<file path="config.mk">
export PLATFORM = sky130hd
export DESIGN_NAME = dacc_top
export DESIGN_NICKNAME = d
export VERILOG_FILES = /design/src/pkg/dacc_pkg.sv /design/src/pkg/dacc_conv_if.sv /design/src/core/dacc_bank.sv /design/src/core/dacc_out.sv /design/src/core/dacc_top.sv
export VERILOG_INCLUDE_DIRS = /design/src /design/src/pkg
export SDC_FILE = /design/constraint.sdc
export NUM_CORES = 1
export LEC_CHECK = 0
export BUFFER_PORTS_ARGS = -buffer_cell sky130_fd_sc_hd__buf_2
export CAP_MARGIN = 40
export CORE_UTILIZATION = 30
export CTS_CLUSTER_DIAMETER = 60
export CTS_CLUSTER_SIZE = 40
export DETAILED_ROUTE_END_ITERATION = 8
export SKIP_LAST_GASP = 1
export SYNTH_ARGS = -nofsm -noshare
export SYNTH_HDL_FRONTEND = slang
export SYNTH_HIERARCHICAL = 1
export SYNTH_SLANG_ARGS = --single-unit
</file>
<file path="constraint.sdc">
create_clock -name mclk_i -period 3.25 [get_ports mclk_i]
set_clock_uncertainty 0.05 [all_clocks]
set_input_delay 0 -clock mclk_i [delete_from_list [all_inputs] [get_ports mclk_i]]
set_output_delay 0 -clock mclk_i [all_outputs]
set_load 0.01 [all_outputs]
</file>
<file path="src/pkg/dacc_params.svh">
// Purpose: Offsets, field positions and reset values of the converter channel control
// Assumes: 8-bit registers on a plain strobe port, one register per address
// Notes: Definitions only
//
// Overview of operation
// Clock-enable bit 7 at 0 stops the converter's input clock.
// Clock-enable at 0 makes writes to converter registers be ignored.
// Clock-enable at 0 holds the whole converter in reset.
// Clock-enable at 1 supplies the clock and allows register reads and writes.
// Mode bit 0 selects normal mode at 0, real-time output mode at 1.
// Mode bit 4 enables conversion at 1 and stops it at 0.
// 8-bit code sets output voltage to reference times code over 256.
// Port direction bit 2 at 1 makes the analogue pin input, buffer off.
// Normal mode with conversion enabled shows a new code without any trigger.
`ifndef DACC_PARAMS_SVH
`define DACC_PARAMS_SVH

// Register offsets
`define DACC_OFS_PCE 3'h0
`define DACC_OFS_MODE 3'h1
`define DACC_OFS_VALUE 3'h2
`define DACC_OFS_PDIR 3'h3

// Field positions
`define DACC_BIT_CLKEN 7
`define DACC_BIT_MODE0 0
`define DACC_BIT_CONV0 4
`define DACC_BIT_PINDIR 2

// Implemented bits; the rest read as zero
`define DACC_PCE_MASK 8'hf9
`define DACC_MODE_MASK 8'h33

// Reset values
`define DACC_RST_PCE 8'h00
`define DACC_RST_MODE 8'h00
`define DACC_RST_VALUE 8'h00
`define DACC_RST_PDIR 8'hff
`define DACC_RST_CODE 8'h00

// Number of output steps across the reference voltage
`define DACC_CODE_STEPS 9'h100

`endif

</file>
<file path="src/pkg/dacc_pkg.sv">
// Purpose: Types shared by the converter channel control modules
// Assumes: Nothing beyond the params header
// Notes: Holds types only; numbers live in the header
package dacc_pkg;

   // Output mode of channel 0
   typedef enum logic {DACC_NORMAL, DACC_REALTIME} dacc_mode_type;

   // Eight-bit register word
   typedef logic [7:0] dacc_byte_type;

endpackage

</file>
<file path="src/pkg/dacc_conv_if.sv">
// Purpose: Carries converter configuration from the register bank to the output stage
// Assumes: Single clock domain
// Notes: The top drives the clock gate level into it
`timescale 1ns/1ns
interface dacc_conv_if;
   import dacc_pkg::*;
   logic conv_clk_en;
   dacc_byte_type mode;
   dacc_byte_type value;

   modport bank (input conv_clk_en, output mode, output value);
   modport conv (input conv_clk_en, input mode, input value);
   modport top (output conv_clk_en, input mode, input value);
endinterface

</file>
<file path="src/core/dacc_bank.sv">
// Purpose: Mode and conversion value registers of the converter
// Assumes: Write strobes already decoded by the top
// Notes: Contents are cleared while the converter clock is gated off
`timescale 1ns/1ns
`include "dacc_params.svh"
module dacc_bank
   import dacc_pkg::*;
(
   input wire logic mclk_i,
   input wire logic rst_i,
   input wire logic wr_mode_i,
   input wire logic wr_value_i,
   input wire dacc_byte_type wdata_i,
   dacc_conv_if.bank cif
);
   dacc_byte_type mode_r;
   dacc_byte_type mode_nxt;
   dacc_byte_type value_r;
   dacc_byte_type value_nxt;

   // Gate-off clears and blocks writes, so no stale setting survives a re-enable
   always_comb
   begin
      mode_nxt = mode_r;
      value_nxt = value_r;
      if (!cif.conv_clk_en)
      begin
         mode_nxt = `DACC_RST_MODE;
         value_nxt = `DACC_RST_VALUE;
      end
      else
      begin
         if (wr_mode_i)
            mode_nxt = wdata_i & `DACC_MODE_MASK;
         if (wr_value_i)
            value_nxt = wdata_i;
      end
   end

   // Register stage
   always_ff @(posedge mclk_i or posedge rst_i)
   begin
      if (rst_i)
      begin
         mode_r <= `DACC_RST_MODE;
         value_r <= `DACC_RST_VALUE;
      end
      else
      begin
         mode_r <= mode_nxt;
         value_r <= value_nxt;
      end
   end

   assign cif.mode = mode_r;
   assign cif.value = value_r;
endmodule

</file>
<file path="src/core/dacc_out.sv">
// Purpose: Output stage that hands the conversion code to the analogue core
// Assumes: Real-time trigger comes from timer logic on the same clock
// Notes: Code reads as zero whenever conversion is stopped
`timescale 1ns/1ns
`include "dacc_params.svh"
module dacc_out
   import dacc_pkg::*;
(
   input wire logic mclk_i,
   input wire logic rst_i,
   input wire logic rt_trigger_i,
   dacc_conv_if.conv cif,
   output dacc_byte_type code_o,
   output logic active_o
);
   dacc_mode_type mode_sel;
   dacc_byte_type code_r;
   dacc_byte_type code_nxt;
   logic active_r;
   logic active_nxt;

   assign mode_sel = cif.mode[`DACC_BIT_MODE0] ? DACC_REALTIME : DACC_NORMAL;

   // Code update: normal follows the register, real-time waits for the trigger
   always_comb
   begin
      active_nxt = cif.conv_clk_en & cif.mode[`DACC_BIT_CONV0];
      code_nxt = code_r;
      if (!active_nxt)
         code_nxt = `DACC_RST_CODE;
      else
      begin
         case (mode_sel)
            DACC_NORMAL: code_nxt = cif.value;
            DACC_REALTIME:
            begin
               if (rt_trigger_i)
                  code_nxt = cif.value;
            end
            default: code_nxt = `DACC_RST_CODE;
         endcase
      end
   end

   // Register stage
   always_ff @(posedge mclk_i or posedge rst_i)
   begin
      if (rst_i)
      begin
         code_r <= `DACC_RST_CODE;
         active_r <= 1'b0;
      end
      else
      begin
         code_r <= code_nxt;
         active_r <= active_nxt;
      end
   end

   assign code_o = code_r;
   assign active_o = active_r;
endmodule

</file>
<file path="src/core/dacc_top.sv">
// Purpose: Control of one 8-bit converter channel: clock gate, registers, pin
// Assumes: Register strobes are one cycle, never together, on mclk_i
// Notes: The code output drives an analogue core whose output is ref * code / 256
//
// Our own choices: the register addresses and the plain strobed port.
`timescale 1ns/1ns
`include "dacc_params.svh"
module dacc_top
   import dacc_pkg::*;
#(
   parameter int ADDR_W = 3
)
(
   input wire logic mclk_i,
   input wire logic rst_i,
   input wire logic [ADDR_W-1:0] reg_addr_i,
   input wire dacc_byte_type reg_wdata_i,
   input wire logic reg_wr_i,
   input wire logic reg_rd_i,
   output dacc_byte_type reg_rdata_o,
   input wire logic rt_trigger_i,
   output logic conv_clk_en_o,
   output logic conv_active_o,
   output logic realtime_mode_o,
   output dacc_byte_type analog_code_o,
   output dacc_byte_type port2_out_en_o,
   output logic analog_out_buf_en_o
);
   dacc_conv_if cif ();

   dacc_byte_type pce_r;
   dacc_byte_type pce_nxt;
   dacc_byte_type pdir_r;
   dacc_byte_type pdir_nxt;
   dacc_byte_type rdata_r;
   dacc_byte_type rdata_nxt;
   logic [2:0] addr_lo;
   logic addr_hi_zero;
   logic sel_pce;
   logic sel_mode;
   logic sel_value;
   logic sel_pdir;
   logic wr_mode;
   logic wr_value;

   // Address decode; upper address bits must be zero for any hit
   assign addr_lo = reg_addr_i[2:0];
   assign addr_hi_zero = (reg_addr_i >> 3) == '0;
   assign sel_pce = addr_hi_zero && (addr_lo == `DACC_OFS_PCE);
   assign sel_mode = addr_hi_zero && (addr_lo == `DACC_OFS_MODE);
   assign sel_value = addr_hi_zero && (addr_lo == `DACC_OFS_VALUE);
   assign sel_pdir = addr_hi_zero && (addr_lo == `DACC_OFS_PDIR);

   // Converter writes pass only while its clock runs; the bank also blocks them
   assign wr_mode = reg_wr_i && sel_mode && pce_r[`DACC_BIT_CLKEN];
   assign wr_value = reg_wr_i && sel_value && pce_r[`DACC_BIT_CLKEN];

   // Enable and port direction registers sit outside the converter, always writable
   always_comb
   begin
      pce_nxt = pce_r;
      pdir_nxt = pdir_r;
      if (reg_wr_i && sel_pce)
         pce_nxt = reg_wdata_i & `DACC_PCE_MASK;
      if (reg_wr_i && sel_pdir)
         pdir_nxt = reg_wdata_i;
   end

   // Read data stand for exactly one cycle after the strobe, else zero
   always_comb
   begin
      rdata_nxt = 8'h00;
      if (reg_rd_i)
      begin
         if (sel_pce)
            rdata_nxt = pce_r;
         else if (sel_mode)
            rdata_nxt = pce_r[`DACC_BIT_CLKEN] ? cif.mode : `DACC_RST_MODE;
         else if (sel_value)
            rdata_nxt = pce_r[`DACC_BIT_CLKEN] ? cif.value : `DACC_RST_VALUE;
         else if (sel_pdir)
            rdata_nxt = pdir_r;
      end
   end

   // Register stage
   always_ff @(posedge mclk_i or posedge rst_i)
   begin
      if (rst_i)
      begin
         pce_r <= `DACC_RST_PCE;
         pdir_r <= `DACC_RST_PDIR;
         rdata_r <= 8'h00;
      end
      else
      begin
         pce_r <= pce_nxt;
         pdir_r <= pdir_nxt;
         rdata_r <= rdata_nxt;
      end
   end

   // Clock gate level; a glitch-free cell downstream uses it, no clock is made here
   assign cif.conv_clk_en = pce_r[`DACC_BIT_CLKEN];

   dacc_bank u_bank (
      .mclk_i(mclk_i),
      .rst_i(rst_i),
      .wr_mode_i(wr_mode),
      .wr_value_i(wr_value),
      .wdata_i(reg_wdata_i),
      .cif(cif.bank)
   );

   dacc_out u_out (
      .mclk_i(mclk_i),
      .rst_i(rst_i),
      .rt_trigger_i(rt_trigger_i),
      .cif(cif.conv),
      .code_o(analog_code_o),
      .active_o(conv_active_o)
   );

   // Outputs; a set direction bit turns the digital driver off
   assign reg_rdata_o = rdata_r;
   assign conv_clk_en_o = pce_r[`DACC_BIT_CLKEN];
   assign realtime_mode_o = cif.mode[`DACC_BIT_MODE0];
   assign port2_out_en_o = ~pdir_r;
   assign analog_out_buf_en_o = ~pdir_r[`DACC_BIT_PINDIR];
endmodule

</file>
# Word level (Yosys, flattened, before mapping)
# Index checks and enable logic that the tools add are counted.
[op_classes]
n_eq_ne = 6
mux = 15
n_bitwise = 4
reduce_logical = 7
[op_table]
columns = ["op", "count"]
rows = [
  ["two-way mux 8 bit", 13],
  ["one-hot mux 8 bit (2 select lines)", 1],
  ["NOT 8 bit", 1],
  ["== test 3 x 2 -> 1 bit (second input constant)", 2],
  ["logical AND 1 bit", 6],
  ["inequality test 2 x 1 -> 1 bit (second input constant)", 2],
  ["== test 3 x 1 -> 1 bit (second input constant)", 1],
  ["zero test 3 bit", 1],
  ["inequality test 3 bit (second input constant)", 1],
  ["NOT 1 bit", 2],
  ["bitwise AND 1 bit", 1],
  ["two-way mux 1 bit", 1],
]
[word_totals]
ff_bits = 47
output_inout_bits = 28
elab_cells = 39

# Depth between registers and ports, before layout
# Gate-level depths: netlist (run 1).
[logic_depth]
ltp_word = 6
ltp_mapped = 7
mapped_depth_nobuf = 5

# Cells and area by module
# Netlist (run 1), hierarchy kept.
[by_module_without_submodules]
columns = ["module", "n_inst", "cells_each", "area_each_um2"]
rows = [
  ["dacc_top", 1, 106, 1173.6],
  ["dacc_bank", 1, 45, 553.0],
  ["dacc_out", 1, 40, 364.1],
]

# Least setup slack after synthesis (run 1)
# OpenSTA, ideal clock, no wires.
[synth_timing]
kind = "register -> register"
startpoint = "register pce_r[7]"
endpoint = "register u_bank.value_r[0] (netlist: u_bank/cif.value[0])"
setup_ns = 0.120
t_arrival_ns = 1.281
required_time_ns = 3.080
path_slack_ns = 1.799
stages_incl_launch_ff = 7
n_path_buf = 2
synth_period_minus_slack_ns = 1.451
path_cell_list = "dfrtp_1 > buf_2 > nand2_1 > nor2_1 > buf_6 > mux2i_1 > nor2b_1"
[synth_between]
elab_chain_len = 2
[synth_rtl]
columns = ["element", "line", "text"]
rows = [
  ["start, declared", "dacc_top.sv:31", "dacc_byte_type pce_r;"],
  ["start signal, assigned", "dacc_top.sv:91", "pce_r <= `DACC_RST_PCE;"],
  ["start signal, assigned", "dacc_top.sv:97", "pce_r <= pce_nxt;"],
  ["logical AND 1 bit", "dacc_top.sv:56", "assign wr_value = reg_wr_i && sel_value && pce_r[`DACC_BIT_CLKEN];"],
  ["via wr_value", "dacc_top.sv:44", "logic wr_value;"],
  ["inequality test 2 x 1 -> 1 bit (no line)", "--", ""],
  ["end signal, assigned", "dacc_bank.sv:46", "value_r <= `DACC_RST_VALUE;"],
  ["end signal, assigned", "dacc_bank.sv:51", "value_r <= value_nxt;"],
  ["end, declared", "dacc_bank.sv:18", "dacc_byte_type value_r;"],
]
# The timed path passes the listed nets, and every way through them passes these cells.
# A chain may end at the register's enable or synchronous reset.

# Worst setup path after layout (run 1)
[layout_timing]
startpoint = "register pce_r[7]"
endpoint = "register u_bank.mode_r[1] (netlist: u_bank/cif.mode[1])"
[layout_between]
elab_chain_len = 2
[layout_rtl]
columns = ["element", "line", "text"]
rows = [
  ["logical AND 1 bit", "dacc_top.sv:55", "assign wr_mode = reg_wr_i && sel_mode && pce_r[`DACC_BIT_CLKEN];"],
  ["via wr_mode", "dacc_top.sv:43", "logic wr_mode;"],
  ["inequality test 2 x 1 -> 1 bit (no line)", "--", ""],
  ["end signal, assigned", "dacc_bank.sv:45", "mode_r <= `DACC_RST_MODE;"],
  ["end signal, assigned", "dacc_bank.sv:50", "mode_r <= mode_nxt;"],
  ["end, declared", "dacc_bank.sv:16", "dacc_byte_type mode_r;"],
]
# The timed path passes the listed nets, and every way through them passes these cells.

==> impl_results.md, run 1 <==
* Outcome: completed
* Endpoint class of the critical path: flop
* Worst-margin pin slew at 0.7749 ns
* Post-DR vias/cell at 4.599
* Sw Share at 25.80%
* Max Slew Vio Count at 0
* DP HPWL at 3.246 mm
* FP Rows at 30
* Total negative slack at 0 ns
* Util after Layout at 37.46%
* Largest net degree at the start of global routing at 30
* CP Data Arrival Time at 2.19 ns
* Buffer levels on the longest clock path at 2
* CP required at 3.38 ns
* Cell with the most instances after synthesis: dfrtp_1
* Top post-synthesis cells by count: dfrtp_1 (35), nand2_1 (23), a21oi_1 (17)
* Pint at 898.6 µW
* Total CTS buffers at 5
* Fillcell total at 684
* Yosys top cell by area: dfrtp_1
* Vias in the first global route at 1417
* RSZ-0062 raised after global routing: false
* Synth warn at 6
* Cell Chain, Critical Path: nand2_1 -> nor3_2 -> and2_1 -> mux2i_1 -> nor2b_1
* Top_reg_cell synth: dfrtp_1
* Die Y at 85.48 µm
* Port bufs at 43
* Total GRT Usage at 13.16%
* Startpoint Class: flop
* IO Count at 44
* Clock sink total at 43
* Max transition margin at 48.34%
* CORE AREA at 0.006756 mm²
* Fraction of layout cells with a size suffix above 1 at 33.47%
* Post-synth EDFFs at 0
* Placed insts at 303
* Antenna fix cells at 0
* Worst-path fanout max at 29
* Largest cells by area after synthesis: dfrtp_1 (42%), dfstp_2 (10%), mux2i_1 (5.7%)
* Post-synth cell types at 37
* Synth-to-Final Area Change at 21.07%
* Die X at 85.48 µm
* DR iter-0 viols at 101
* Die footprint at 0.007307 mm²
* Post-route ant nets at 0
* Sequential share of power at 53.0%
* Wire length per cell at 13.84 µm
* Comb pwr share at 16.8%
* Avg Cell Area, Syn at 10.95 µm²
* DRT Pass-1 Iters at 4
* CTS Root Cell: clkbuf_8
* Power density cells at 478.5 mW/mm²
* Synth async-reset ratio at 100.0%
* Starting Density at 30.94%
* WHS at 0.09978 ns
* Min Clock Period, post-route at 2.065 ns
* Mapped Area at 0.002091 mm²
* Antenna violations before repair at 0
* First-pass GRT wire length at 7.272 mm
* Hold Violations, Final at 0
* Slowest cell on crit path: dfrtp_1
* GPL Wtd Cong at 0.7053
* #FFs+latches synth at 43
* Seq/Total Area, Yosys at 51.94%
* Max_cap viols at 0
* Leak pwr at 1.175 nW
* Crit path largest cell delay at 0.85 ns
* Worst Hold Class: in2reg
* TritonCTS clock tree: built
* Maximum vdd drop at 188.1 µV
* Max Freq at 484.2 MHz
* Skew-Pair Late Insertion Delay at 0.29 ns
* Fin cells at 322
* Setup violations, final at 0
* Clock network power share at 30.2%
* Htree depth at 2
* Yosys top cell area share at 41.89%
* Routed wire length at 4.455 mm
* DRC viols at 0
* Clock slew at reported path FFs at 0.08 ns
* Nets at 257
* Mapped Cells at 191
* Net load switching power at 312.5 µW
* Period utilisation layout at 63.54%
* Total Power at 1.211 mW
* CP Class: reg2reg
* Routed via count at 1481
* Total gr overflow at 0
==> registers in the layout, indices dropped and copies added (netlist names) <==
signal / cells
pce_r: 6
u_out/active_o: 1
u_bank/cif.mode: 4
u_bank/cif.value: 8
u_out/code_o: 8
pdir_r: 8
reg_rdata_o: 8
==> power by group through the flow <==
stage | combinational [mW] | sequential [mW] | clock, mW
after floorplan | 0.151 | 0.634 | 0
after global placement | 0.192 | 0.651 | 0
after detailed placement | 0.197 | 0.653 | 0
after CTS | 0.206 | 0.643 | 0.381
after global routing | 0.222 | 0.651 | 0.410
final | 0.203 | 0.642 | 0.366
==> path summary, 6_finish.rpt <==
kind / depth (start not counted) / from / slack (ns) / to
worst min register to register: 2 / u_out/code_o[0] / 0.47 / u_out/code_o[0]
max in group asynchronous: 4 / rst_i / 2.42 / pdir_r[3]
worst max-delay path: 5 / pce_r[7] / 1.18 / u_bank/cif.mode[1]
worst max register to register: 5 / pce_r[7] / 1.18 / u_bank/cif.mode[1]
worst min-delay path: 3 / reg_addr_i[2] / 0.1 / reg_rdata_o[4]
min in group asynchronous: 3 / rst_i / 0.18 / u_out/code_o[0]
==> what timing repair did <==
action / in CTS / in global routing
setup buffers: 0 / 0
hold buffers: 10 / 0
resized for setup: 0 / 0
endpoints found under the hold margin: 65 / 0
endpoints found under the setup margin: 0 / 0
==> worst max-delay path: cells and delay by family (launching register included) <==
family           cells  cell delay [ns]
DFF                  1             0.85
and+or+nand+nor      4             0.82
muxes                1             0.22
==> cells in the final DEF (no fill, tap or decap), types with 2 or more instances in the layout <==
master	synthesis	routed
buf_2	2	43
dfrtp_1	35	35
nand2_1	23	23
a21oi_1	17	17
nor2b_1	14	14
inv_1	13	13
mux2i_1	12	12
dlygate4sd3_1	0	10
mux2_2	8	8
dfstp_2	8	8
clkbuf_8	0	7
mux2_4	6	6
a31oi_1	4	4
o21ai_0	4	4
conb_1	1	4
nand3b_1	3	3
o21ai_1	3	3
nor2_1	3	3
nand3_1	2	2
o31ai_1	2	2
nand2b_1	2	2
a21o_1	2	2
a32oi_1	2	2
==> area by class of cell <==
cell class | instances | area [µm²] | share of cell area [%]
Inverter | 13 | 48.80 | 1.928
Multi-Input combinational cell | 123 | 858.3 | 33.91
Clock buffer | 8 | 100.1 | 3.955
Timing Repair Buffer | 55 | 337.8 | 13.35
Tap cell | 80 | 100.1 | 3.955
Sequential cell | 43 | 1086 | 42.91
==> logic make-up (layout without fill, tap and decap cells) <==
group                  Yosys count  count (layout)  synth area share [%]
AND/OR/NAND/NOR                 57              57                 16.04
AO/OA/AOI/OAI                   36              36                 9.934
buffers and inverters           28              76                 7.540
multiplexers                    26              26                 14.36
flip-flops                      43              43                 51.94
other                            1               4                0.1794
==> per-layer routing <==
layer | routed length [µm] | part of all wire [%] | global-route usage, % | vias up
met1 | 2269 | 51 | 18.89 | 708
met5 | 0 | 0 | 0 | -
met4 | 53 | 1.2 | 5.000 | 0
met2 | 1939 | 44 | 19.20 | 40
li1 | - | - | - | 728
met3 | 193 | 4.3 | 3.113 | 5
==> stage by stage <==
step                      instance area [µm²]  setup WS (ns)
after floorplan                          2102          1.799
after global routing                     2531         0.9683
after detailed placement                 2323          1.100
final                                    2531          1.185
after CTS                                2524          1.071
after global placement                   2308          1.182
Note: power is estimated with default switching activity, not from simulation.
==> inputs of run 2 (changes only) <==
==> constraint.sdc (replaced) <==
create_clock -name mclk_i -period 2.12 [get_ports mclk_i]
set_clock_uncertainty 0.05 [all_clocks]
set_input_delay 0 -clock mclk_i [delete_from_list [all_inputs] [get_ports mclk_i]]
set_output_delay 0 -clock mclk_i [all_outputs]
set_load 0.01 [all_outputs]
==> impl_results.md, run 2 (same netlist as run 1, synthesis figures left out) <==
* Max Freq at 600.6 MHz (+24%)
* TritonCTS clock tree: built
* Leak pwr at 1.171 nW (-0.37%)
* Worst Hold Class: in2reg
* Util after Layout at 37.30% (-0.17 points)
* Startpoint Class: flop
* Outcome: completed
* CORE AREA at 0.006756 mm² (unchanged)
* Cell Chain, Critical Path: nand2_1 -> nor3_2 -> and2_1 -> mux2i_1 -> nor2b_1
* First-pass GRT wire length at 7.452 mm (+2.5%)
* Wire length per cell at 14.07 µm (+1.7%)
* Post-CTS repair timing setup buffer count at 0 (unchanged)
* Total GRT Usage at 13.48% (+0.32 points)
* Skew-Pair Late Insertion Delay at 0.30 ns (about the same)
* Endpoint class of the critical path: flop
* WHS at 0.09221 ns (-0.007565 ns)
* Nets at 258 (+0.39%)
* Vias in the first global route at 1420 (+0.21%)
* Die Y at 85.48 µm (unchanged)
* Max_cap viols at 0 (unchanged)
* Worst-path fanout max at 13 (-55%)
* Max Slew Vio Count at 0 (unchanged)
* Die footprint at 0.007307 mm² (unchanged)
* Htree depth at 2 (unchanged)
* CP Data Arrival Time at 1.81 ns (-0.38 ns)
* Largest net degree at the start of global routing at 20 (-33%)
* CTS Root Cell: clkbuf_8
* Antenna fix cells at 0 (unchanged)
* Port bufs at 43 (unchanged)
* DRT Pass-1 Iters at 4 (unchanged)
* Clock sink total at 43 (unchanged)
* Fraction of layout cells with a size suffix above 1 at 33.33% (-0.14 points)
* FP Rows at 30 (unchanged)
* Antenna violations before repair at 0 (unchanged)
* Post-CTS sizing at 0 (unchanged)
* Min Clock Period, post-route at 1.665 ns (-0.4002 ns)
* Post-route ant nets at 0 (unchanged)
* Slowest cell on crit path: dfrtp_1
* Routed wire length at 4.544 mm (+2.0%)
* Power density cells at 720.7 mW/mm² (+51%)
* Synth-to-Final Area Change at 20.53%
* Most common cell after layout, fill and taps aside: buf_2
* Starting Density at 30.94% (unchanged)
* CP Buf/Inv Count at 0 (unchanged)
* Clock slew at reported path FFs at 0.08 ns (about the same)
* IO Count at 44 (unchanged)
* DRC viols at 0 (unchanged)
* Post-DR vias/cell at 4.573 (-0.58%)
* Crit path largest cell delay at 0.55 ns (-0.30 ns)
* Total CTS buffers at 5 (unchanged)
* Hold_buf cts at 10 (unchanged)
* GPL Wtd Cong at 0.7394 (+4.8%)
* RSZ-0062 raised after global routing: false
* Critical path's top delay family: simple AND/OR/NAND/NOR gates
* Total gr overflow at 0 (unchanged)
* DP HPWL at 3.307 mm (+1.9%)
* CP Class: reg2reg
* Hold Violations, Final at 0 (unchanged)
* Routed via count at 1477 (-0.27%)
* Total negative slack at 0 ns (unchanged)
* DR iter-0 viols at 42 (-58%)
* Buffer levels on the longest clock path at 2 (unchanged)
* Die X at 85.48 µm (unchanged)
* Most frequent cells in the layout: buf_2 (43), dfrtp_1 (35), nand2_1 (23)
* Setup violations, final at 0 (unchanged)
* CP required at 2.26 ns (-1.12 ns)
* Maximum vdd drop at 194.8 µV (+3.6%)
* Period utilisation layout at 78.54% (+15 points)
## run 2: cell count changes in the layout (fill, tap and decap cells not counted), sizes merged
cell / before / now
buf: 45 / 46
clkinv: 0 / 1
clkbuf: 8 / 7
## run 2: layout make-up
class | count | area [µm²]
inverter | 13 | 48.80
sequential | 43 | 1086
clock inverter | 1 | 5.005
fill | 702 | 4237
timing repair buffer | 56 | 345.3
tap | 80 | 100.1
multi-input combinational | 123 | 858.3
clock buffer | 7 | 76.32
## run 2: path summary, 6_finish.rpt
kind | from | end | slack (ns) | cells past startpoint
min in group asynchronous | rst_i | u_out/code_o[4] | 0.17 | 3
min reg2reg | pce_r[0] | pce_r[0] | 0.47 | 1
min | reg_addr_i[2] | reg_rdata_o[4] | 0.09 | 3
max in group asynchronous | rst_i | pdir_r[3] | 1.30 | 4
max reg2reg | pce_r[7] | u_bank/cif.mode[1] | 0.46 | 5
max | pce_r[7] | u_bank/cif.mode[1] | 0.46 | 5
## run 2: routing by layer
| layer | share of wire (%) | up-vias | GRT usage [%] |
|---|---|---|---|
| li1 | - | 729 | - |
| met1 | 52 | 709 | 19.41 |
| met2 | 42 | 34 | 19.27 |
| met3 | 4.5 | 5 | 3.988 |
| met4 | 1.0 | 0 | 4.545 |
| met5 | 0 | - | 0 |
## run 2: where the power goes
part | internal [mW] | leakage (nW) | switching [mW] | total [mW]
Combinational | 0.171 | 0.570 | 0.164 | 0.335
Sequential | 0.914 | 0.559 | 0.0536 | 0.968
Clock | 0.232 | 0.0422 | 0.282 | 0.514
## run 2: metrics by stage
stage	power (mW)	std cells	instance area (µm²)	setup slack, ns
final	1.816	323	2520	0.4550
after global routing	1.915	323	2520	0.2816
after floorplan	1.203	194	2102	0.6693
after global placement	1.301	304	2323	0.6027
after CTS	1.836	323	2520	0.4679
after detailed placement	1.310	305	2338	0.4662
## run 2: tightest hold or removal path, stage by stage
cell,delay (ns)
buf_2,0.17
or3_4,0.18
a21oi_1,0.06
